`src/hdl/netstop_pkg.sv`:
```
// Package: register map, field positions and constants of the network stop hold block
package netstop_pkg;
  // Register map (word addresses on the plain port)
  localparam logic [3:0] ADDR_CONTROL = 4'h0;
  localparam logic [3:0] ADDR_MAIL_RX_CTRL = 4'h1;
  localparam logic [3:0] ADDR_IRQ_STATUS = 4'h2;
  localparam logic [3:0] ADDR_IRQ_MASK = 4'h3;
  localparam logic [3:0] ADDR_HOLD_STATUS = 4'h4;
  localparam logic [3:0] ADDR_RECEIVE_FLAGS = 4'h5;
  localparam logic [3:0] ADDR_LINK_FLAGS = 4'h6;
  localparam logic [3:0] ADDR_MEMBER_FLAGS = 4'h7;
  // Control register fields
  localparam int CTL_RUN_BIT = 0;
  localparam int CTL_GMM_BIT = 1;
  // Mail receive control: receive ready bit
  localparam int RX_READY_BIT = 6;
  // Interrupt status fields
  localparam int IRQ_REQ_STOP_BIT = 0;
  localparam int IRQ_SNF_BIT = 1;
  localparam int IRQ_OOC_BIT = 2;
  localparam int IRQ_WIDTH = 3;
  // Station arithmetic
  localparam int STATION_BITS = 6;
  localparam int STATIONS = 64;
  localparam logic [STATION_BITS:0] HOLD_SPAN_MIN = 7'h02;
  // Stop reasons
  typedef enum logic [1:0] {
    STOP_NONE,
    STOP_REQUESTED,
    STOP_SNF,
    STOP_OOC
  } stop_reason_e;
endpackage : netstop_pkg

```
`src/hdl/network_stop_status_hold.sv`:
```
// Network stop detection, flag holding after out-of-cycle stop and its release
//
// Summary of operation
// - Stops are requested (run bit written 0) or faults (not found, out of cycle).
// - Out-of-cycle stop with final minus own above 2 freezes all flag registers.
// - While held, member monitor low if any other station's member flag is 1.
// - Hold released by monitor mode, hardware reset, or expanded resizing over own area.
// - On release, link and member flags clear and member monitor goes high.
// - After reset or resize release, shared memory is not refreshed from frames.
// - While monitor mode is active, shared memory keeps updating from frames.
// - Receive ready bit is writable only while run bit is 1.
// - Run bit falling to 0 clears a set receive ready bit.
// - Stop interrupt on run bit written 0, not-found stop, or out-of-cycle stop.
//
// The strobed register port and the address map are this design's own decisions.
`timescale 1ns/100ps
module network_stop_status_hold
  import netstop_pkg::*;
#(
  parameter int NUM_STATIONS = STATIONS
) (
  input wire logic sys_clk_i,
  input wire logic reset_i,
  // Register port
  input wire logic [3:0] reg_addr_i,
  input wire logic [31:0] reg_wdata_i,
  input wire logic reg_write_i,
  input wire logic reg_read_i,
  output logic [31:0] reg_rdata_o,
  // Network engine side
  input wire logic station_not_found_i,
  input wire logic out_of_cycle_i,
  input wire logic expanded_resize_i,
  input wire logic frame_update_i,
  input wire logic [STATION_BITS-1:0] final_station_i,
  input wire logic [STATION_BITS-1:0] own_station_number_i,
  input wire logic [NUM_STATIONS-1:0] live_receive_flags_i,
  input wire logic [NUM_STATIONS-1:0] live_link_flags_i,
  input wire logic [NUM_STATIONS-1:0] live_member_flags_i,
  // Outputs
  output logic run_o,
  output logic global_memory_monitor_o,
  output logic shared_memory_write_en_o,
  output logic flags_held_o,
  output logic member_monitor_n_o,
  output logic irq_o
);

  ////////////////////////////////////////////////////////////////////////////
  // Elaboration check
  // The station number is six bits wide, so the flag vectors must cover
  // exactly every station it can name; a shorter vector would let the
  // member monitor mask index past its top bit, a longer one would carry
  // bits that no station number ever selects.
  if (NUM_STATIONS != STATIONS) begin : g_bad_station_count
    $error("NUM_STATIONS must equal 64 to match the station number width");
  end

  ////////////////////////////////////////////////////////////////////////////
  // State
  // run         software run request, also dropped by a fault stop
  // gmm         monitor mode, releases a hold and keeps memory fed
  // rx_ready    mail receive ready, only alive while running
  // irq_status  sticky stop causes, write one to clear
  // irq_mask    enables of the stop causes towards the interrupt pin
  // held        flag registers frozen after a wide out-of-cycle stop
  // refresh_en  shared memory may be written from received frames
  // stopped     network is not running, whatever the cause
  // Every output below is a register so that the pins never glitch
  // while the decode logic settles.
  logic run, next_run;
  logic global_memory_monitor, next_gmm;
  logic rx_ready, next_rx_ready;
  logic [IRQ_WIDTH-1:0] irq_status, next_irq_status;
  logic [IRQ_WIDTH-1:0] irq_mask, next_irq_mask;
  logic held, next_held;
  logic refresh_en, next_refresh_en;
  logic stopped, next_stopped;
  logic [NUM_STATIONS-1:0] receive_flag_reg, next_receive_flag_reg;
  logic [NUM_STATIONS-1:0] link_flag_reg, next_link_flag_reg;
  logic [NUM_STATIONS-1:0] member_flag_reg, next_member_flag_reg;
  logic [31:0] rdata, next_rdata;
  logic monitor_n, next_monitor_n;
  logic irq_q, next_irq_q;
  logic mem_we, next_mem_we;

  logic wr_control, wr_rx_ctrl, wr_status, wr_mask;
  logic [STATION_BITS:0] span;
  logic [NUM_STATIONS-1:0] others_mask;
  logic snf_event, ooc_event, req_stop_event;

  ////////////////////////////////////////////////////////////////////////////
  // Decode and events
  // The engine inputs come from logic on this same clock, so they are
  // read directly with no synchroniser in front of them.
  // Faults are qualified by run: a fault reported while already stopped
  // must not set a second status bit or move the hold.
  assign wr_control = reg_write_i && (reg_addr_i == ADDR_CONTROL);
  assign wr_rx_ctrl = reg_write_i && (reg_addr_i == ADDR_MAIL_RX_CTRL);
  assign wr_status = reg_write_i && (reg_addr_i == ADDR_IRQ_STATUS);
  assign wr_mask = reg_write_i && (reg_addr_i == ADDR_IRQ_MASK);
  assign span = {1'b0, final_station_i} - {1'b0, own_station_number_i};
  assign others_mask = ~(NUM_STATIONS'(1) << own_station_number_i);
  // Fault stops count only while running
  assign snf_event = run && station_not_found_i;
  assign ooc_event = run && out_of_cycle_i;
  // Requested stop on run written 0
  assign req_stop_event = run && wr_control && !reg_wdata_i[CTL_RUN_BIT];

  ////////////////////////////////////////////////////////////////////////////
  // Control, interrupt and hold next-state
  // Order of the statements below matters: later ones win.
  // Hazard: a release and a fresh out-of-cycle stop in one cycle are
  // resolved in favour of the release, since monitor mode or a resize
  // means the network has already been taken over by software.
  always_comb begin
    next_run = run;
    next_gmm = global_memory_monitor;
    next_rx_ready = rx_ready;
    next_irq_mask = irq_mask;
    next_irq_status = irq_status;
    next_held = held;
    next_refresh_en = refresh_en;
    next_stopped = stopped;
    if (wr_control) begin
      next_run = reg_wdata_i[CTL_RUN_BIT];
      next_gmm = reg_wdata_i[CTL_GMM_BIT];
    end
    // A fault stop drops the run bit, same as software would
    if (snf_event || ooc_event) begin
      next_run = 1'b0;
    end
    if (next_run && !run) begin
      next_stopped = 1'b0;
      next_refresh_en = 1'b1;
    end
    if (req_stop_event || snf_event || ooc_event) begin
      next_stopped = 1'b1;
    end
    // Ready bit only writable while running
    if (wr_rx_ctrl && run) begin
      next_rx_ready = reg_wdata_i[RX_READY_BIT];
    end
    if (!next_run) begin
      next_rx_ready = 1'b0;
    end
    if (wr_mask) begin
      next_irq_mask = reg_wdata_i[IRQ_WIDTH-1:0];
    end
    // Write one to clear; a new event in the same cycle wins
    if (wr_status) begin
      next_irq_status = irq_status & ~reg_wdata_i[IRQ_WIDTH-1:0];
    end
    if (req_stop_event) begin
      next_irq_status[IRQ_REQ_STOP_BIT] = 1'b1;
    end
    if (snf_event) begin
      next_irq_status[IRQ_SNF_BIT] = 1'b1;
    end
    if (ooc_event) begin
      next_irq_status[IRQ_OOC_BIT] = 1'b1;
    end
    // Freeze only when span exceeds two
    if (ooc_event && (span > HOLD_SPAN_MIN)) begin
      next_held = 1'b1;
    end
    if (ooc_event && (span <= HOLD_SPAN_MIN)) begin
      next_held = held;
    end
    // Release by monitor mode or expanded resize
    if (held && (global_memory_monitor || expanded_resize_i)) begin
      next_held = 1'b0;
    end
    // Resize release stops frame refresh of shared memory
    if (held && expanded_resize_i && !global_memory_monitor) begin
      next_refresh_en = 1'b0;
    end
    if (global_memory_monitor) begin
      next_refresh_en = 1'b1;
    end
  end

  ////////////////////////////////////////////////////////////////////////////
  // Flag registers next-state
  // While stopped and not in monitor mode the flags keep their last
  // value; the live vectors are only meaningful while the link runs.
  // Limitation: the receive flags are not cleared on release.
  always_comb begin
    next_receive_flag_reg = receive_flag_reg;
    next_link_flag_reg = link_flag_reg;
    next_member_flag_reg = member_flag_reg;
    if (held && !next_held) begin
      // Release clears link and member flags
      next_link_flag_reg = '0;
      next_member_flag_reg = '0;
    end else if (next_held) begin
      // Values from just before the stop stay put
      next_receive_flag_reg = receive_flag_reg;
    end else if (!stopped || global_memory_monitor) begin
      next_receive_flag_reg = live_receive_flags_i;
      next_link_flag_reg = live_link_flags_i;
      next_member_flag_reg = live_member_flags_i;
    end
  end

  ////////////////////////////////////////////////////////////////////////////
  // Output and read data next-state
  // Read data are zero outside the cycle after a read strobe, so a bus
  // that ORs several slaves together needs no extra gating.
  // The lamp and interrupt look at next values, which keeps them in
  // step with the registers they describe rather than a cycle behind.
  always_comb begin
    next_rdata = 32'h0000_0000;
    if (reg_read_i) begin
      case (reg_addr_i)
        ADDR_CONTROL: begin
          next_rdata[CTL_RUN_BIT] = run;
          next_rdata[CTL_GMM_BIT] = global_memory_monitor;
        end
        ADDR_MAIL_RX_CTRL: next_rdata[RX_READY_BIT] = rx_ready;
        ADDR_IRQ_STATUS: next_rdata[IRQ_WIDTH-1:0] = irq_status;
        ADDR_IRQ_MASK: next_rdata[IRQ_WIDTH-1:0] = irq_mask;
        ADDR_HOLD_STATUS: next_rdata[1:0] = {stopped, held};
        ADDR_RECEIVE_FLAGS: next_rdata = receive_flag_reg[31:0];
        ADDR_LINK_FLAGS: next_rdata = link_flag_reg[31:0];
        ADDR_MEMBER_FLAGS: next_rdata = member_flag_reg[31:0];
        default: next_rdata = 32'h0000_0000;
      endcase
    end
    // Held member flag of another station lights monitor
    next_monitor_n = !(next_held && |(next_member_flag_reg & others_mask));
    next_irq_q = |(next_irq_status & next_irq_mask);
    // Memory written from frames only when allowed
    next_mem_we = frame_update_i && next_refresh_en && (!next_stopped || next_gmm);
  end

  ////////////////////////////////////////////////////////////////////////////
  // Registers
  // One register process for every group; reset is synchronous so the
  // reset branch only loads constants.
  // Stopped is set at reset because the network is not running yet.
  // Hardware reset also releases the hold; and disables refresh
  always_ff @(posedge sys_clk_i) begin
    if (reset_i) begin
      run <= 1'b0;
      global_memory_monitor <= 1'b0;
      rx_ready <= 1'b0;
      irq_status <= '0;
      irq_mask <= '0;
      held <= 1'b0;
      refresh_en <= 1'b0;
      stopped <= 1'b1;
      receive_flag_reg <= '0;
      link_flag_reg <= '0;
      member_flag_reg <= '0;
      rdata <= 32'h0000_0000;
      monitor_n <= 1'b1;
      irq_q <= 1'b0;
      mem_we <= 1'b0;
    end else begin
      run <= next_run;
      global_memory_monitor <= next_gmm;
      rx_ready <= next_rx_ready;
      irq_status <= next_irq_status;
      irq_mask <= next_irq_mask;
      held <= next_held;
      refresh_en <= next_refresh_en;
      stopped <= next_stopped;
      receive_flag_reg <= next_receive_flag_reg;
      link_flag_reg <= next_link_flag_reg;
      member_flag_reg <= next_member_flag_reg;
      rdata <= next_rdata;
      monitor_n <= next_monitor_n;
      irq_q <= next_irq_q;
      mem_we <= next_mem_we;
    end
  end

  ////////////////////////////////////////////////////////////////////////////
  // Outputs
  // Straight from the registers above, no logic in between.
  assign reg_rdata_o = rdata;
  assign run_o = run;
  assign global_memory_monitor_o = global_memory_monitor;
  assign shared_memory_write_en_o = mem_we;
  assign flags_held_o = held;
  assign member_monitor_n_o = monitor_n;
  assign irq_o = irq_q;

  // Nothing else is driven from here; the engine owns the live flags
  // and the shared memory itself, this block only gates its writes.

endmodule : network_stop_status_hold

```
`config.mk`:
```
export PLATFORM = sky130hd
export DESIGN_NAME = network_stop_status_hold
export DESIGN_NICKNAME = d
export VERILOG_FILES = /design/src/hdl/netstop_pkg.sv /design/src/hdl/network_stop_status_hold.sv
export SDC_FILE = /design/constraint.sdc
export NUM_CORES = 1
export LEC_CHECK = 0
export BUFFER_PORTS_ARGS = -buffer_cell sky130_fd_sc_hd__buf_2
export CAP_MARGIN = 10
export CORE_ASPECT_RATIO = 1.4
export CORE_MARGIN = 3
export CORE_UTILIZATION = 50
export CTS_CLUSTER_DIAMETER = 40
export CTS_CLUSTER_SIZE = 10
export DETAILED_ROUTE_END_ITERATION = 10
export PLACE_DENSITY = 0.8
export REMOVE_ABC_BUFFERS = 1
export SYNTH_ARGS = -nofsm -noshare
export SYNTH_HDL_FRONTEND = slang
export SYNTH_SLANG_ARGS = --single-unit
export TNS_END_PERCENT = 10
```
`constraint.sdc`:
```
create_clock -name sys_clk_i -period 4 [get_ports sys_clk_i]
set_input_delay 0.2 -clock sys_clk_i [delete_from_list [all_inputs] [get_ports sys_clk_i]]
set_output_delay 0.2 -clock sys_clk_i [all_outputs]
set_load 0.01 [all_outputs]
```
==> reports/results.tsv <==
metric	value	unit
period_needed	3310	ps
start_util	0.520	
hold_ws	6.77	ps
timing.rr.start	stopped$_SDFF_PP1_	
synthAdderAreaFrac	0.0120	
p_leak	4.48	nW
routabilityCongestion	0.960	
arrival	3670	ps
netlist_area	7930	um^2
placeableCoreArea	15300	um^2
worstPathRequired	4370	ps
yosys_warnings	0	
syn_inst	969	
largest_reg_flops	64	
criticalPathCategory	in -> reg	
antenna_found_initial	3	
finalWirelength	25.2	mm
maxSlewHeadroom	0.445	
yosys.area.top_type	dfxtp_1	
fp.dieH	155	um
path_max_fanout	14	
drive_above_1_share	0.254	
powerDensity	383	nW/um^2
finalMaxSlewViolations	0	
crit_path_end_kind	flip-flop	
min_from	live_member_flags_i[54]	
dr.pass1.iters	7	
numCtsBuffers	17	
synthSimpleGateAreaFrac	0.220	
status	finished clean	
post-dp-hpwl	17.7	mm
drc_errors	0	
htreeDepth	4	
cap_violations	0	
synthMuxAreaShare	0.120	
grt_overflow	0	
syn_to_final_growth	28.9	%
ir_drop	0.319	mV
io_buffer_count	193	
critPathLaunch	final_station_i[0]	
finalSetupViolations	0	
synth_top_family_by_area	simple AND/OR/NAND/NOR gates	
grt_pass1_vias	7974	
track_usage	0.285	
max_slew.worst_pin.slew	829	ps
synthTopCellsByArea	dfxtp_1 44%, nand2_1 9.1%, a21oi_1 7.1%	
clk_transition_reported_paths	60	ps
synth-xor-area-share	0.00221	
cts.repair.resized	0	
drt_iter0_drc	604	
dieWidth	112	um
cts_tree	done	
synth-async-reset-ratio	0	
ys_seq_elements	175	
clock-root-buffer	clkbuf_16	
routed-via-count	7815	
cts_buffer_depth	2	
avgRoutedWirePerCell	18.0	um
rows	53	
period_share	0.827	
syn_area_per_cell	8.18	um^2
layout.nets	1449	
grt_max_degree	57	
cts_sinks	175	
startpoint_type	input port	
ys_types	60	
synth_top_flop_cell	dfxtp_1	
hold_viol	0	
fmax	302	MHz
viasPerCell	5.58	
synth_top_area_frac	0.442	
clock_latency	440	ps
ios	286	
die-area	17400	um^2
placed_cells	1322	
synth_compound_area_frac	0.165	
synth_edf_count	0	
fillers	1259	
worst_slack	693	ps
clock-skew-final	14.6	ps
yosysSeqAreaShare	0.442	
grt_pass1_wl	39.3	mm
final-instance-count-excl-fill	1400	
hp-class	in -> reg	
postRouteAntennaNets	0	
pre_cts_slack	262	ps
rsz0062_at_grt	no	
-- cell families after synthesis --
family                   count (synthesis)
AND/OR/NAND/NOR                        408
AO/OA/AOI/OAI                          212
flip-flops                             175
multiplexers                            89
buffers and inverters                   76
adder cells (fa/ha/maj)                  7
XOR/XNOR                                 2
-- what timing repair did --
action,4_1_cts,5_1_grt
hold buffers,45,0
buffers inserted,0,0
hold endpoints to repair,45,0
-- synth_stat cells, drive strengths merged, types with 3 or more instances --
cell type	number
o221ai	5
nand2	193
a22o	3
ha	6
nor3	23
nor2b	8
clkbuf	52
dfxtp	175
a22oi	33
inv	12
nor4	14
nor2	129
a31oi	5
mux2i	53
and3	3
o22ai	11
mux2	35
nand3	12
a2111oi	3
nand2b	6
a21oi	112
o21ai	14
buf	12
nor3b	3
nand4b	3
o211ai	8
and2	4
-- through the flow --
stage / TNS [ps] / utilization / instance area (um^2) / total power [W]
3_3_place_gp: 0 / 0.601 / 9170 / 0.00222
3_5_place_dp: 0 / 0.601 / 9170 / 0.00223
6_report: 0 / 0.670 / 10200 / 0.00391
2_1_floorplan: -142280 / - / 7660 / 0.00202
5_1_grt: 0 / 0.670 / 10200 / 0.00404
4_1_cts: 0 / 0.670 / 10200 / 0.00392
-- final cells by class --
class,count,area [um^2],area share
Sequential cell,175,3500,0.343
Multi-Input combinational cell,718,4150,0.406
Clock buffer,18,439,0.0430
Tap cell,192,240,0.0235
Inverter,12,45.0,0.00441
Timing Repair Buffer,270,1680,0.165
Clock inverter,14,158,0.0154
Antenna cell,1,2.50,0.000245
-- power breakdown --
part / leakage, nW / internal (W) / switching (W) / total, W
Clock: 0.300 / 0.000949 / 0.000730 / 0.00168
Combinational: 2.76 / 0.000198 / 0.000250 / 0.000448
Sequential: 1.41 / 0.00177 / 0.0000146 / 0.00178
-- per-layer routing --
layer  track usage  up-vias  routed length, um
met5             0        -                 27
met4         0.148        4                951
met3        0.0689       69               1570
met2         0.507      298              13000
met1         0.311     3613               9610
li1              -     3831                  -
-- cells in the final DEF (no fill, tap or decap), types with 3 or more instances in the layout --
cell,synthesis,layout
nor2b_1,8,7
ha_1,6,6
nand2_1,193,192
a22o_1,3,3
clkinv_4,0,4
nand3_1,12,12
clkbuf_16,0,17
clkinv_2,0,4
mux2_2,32,32
dfxtp_1,175,175
mux2i_1,53,53
nor2_1,128,127
a22oi_1,33,33
a21oi_1,112,112
nor4_1,13,13
o22ai_1,11,11
and3_1,3,3
and2_1,4,4
nor3_1,23,23
o211ai_1,8,8
o21ai_0,12,11
buf_2,2,193
a31oi_1,5,5
nand2b_1,6,5
nand4b_1,3,3
o221ai_1,5,5
buf_4,2,30
dlygate4sd3_1,0,45
inv_1,12,12
nor3b_1,3,3
inv_8,0,3
-- path summary, 6_finish.rpt --
path                                         end  slack, ps  depth (start not counted)
hold / removal    member_flag_reg[54]$_SDFF_PP0_          7                          3
hold reg to reg   link_flag_reg[22]$_SDFFE_PP0P_        450                          2
setup / recovery   member_monitor_n_o$_SDFF_PP1_        690                         16
setup reg to reg   member_monitor_n_o$_SDFF_PP1_        800                         12
-- critical path, cell delays in order --
cell and delay [ps]:
buf_2 80, inv_1 40, ha_1 210, fa_1 410, xor2_1 180, o221ai_1 130
a31o_2 260, nor4_4 430, nor2_4 150, buf_12 190, buf_4 200, mux2i_1 350
o22ai_1 150, nor4_1 360, a31oi_1 170, a211oi_2 150
Note: power is estimated with default switching activity, not from simulation.
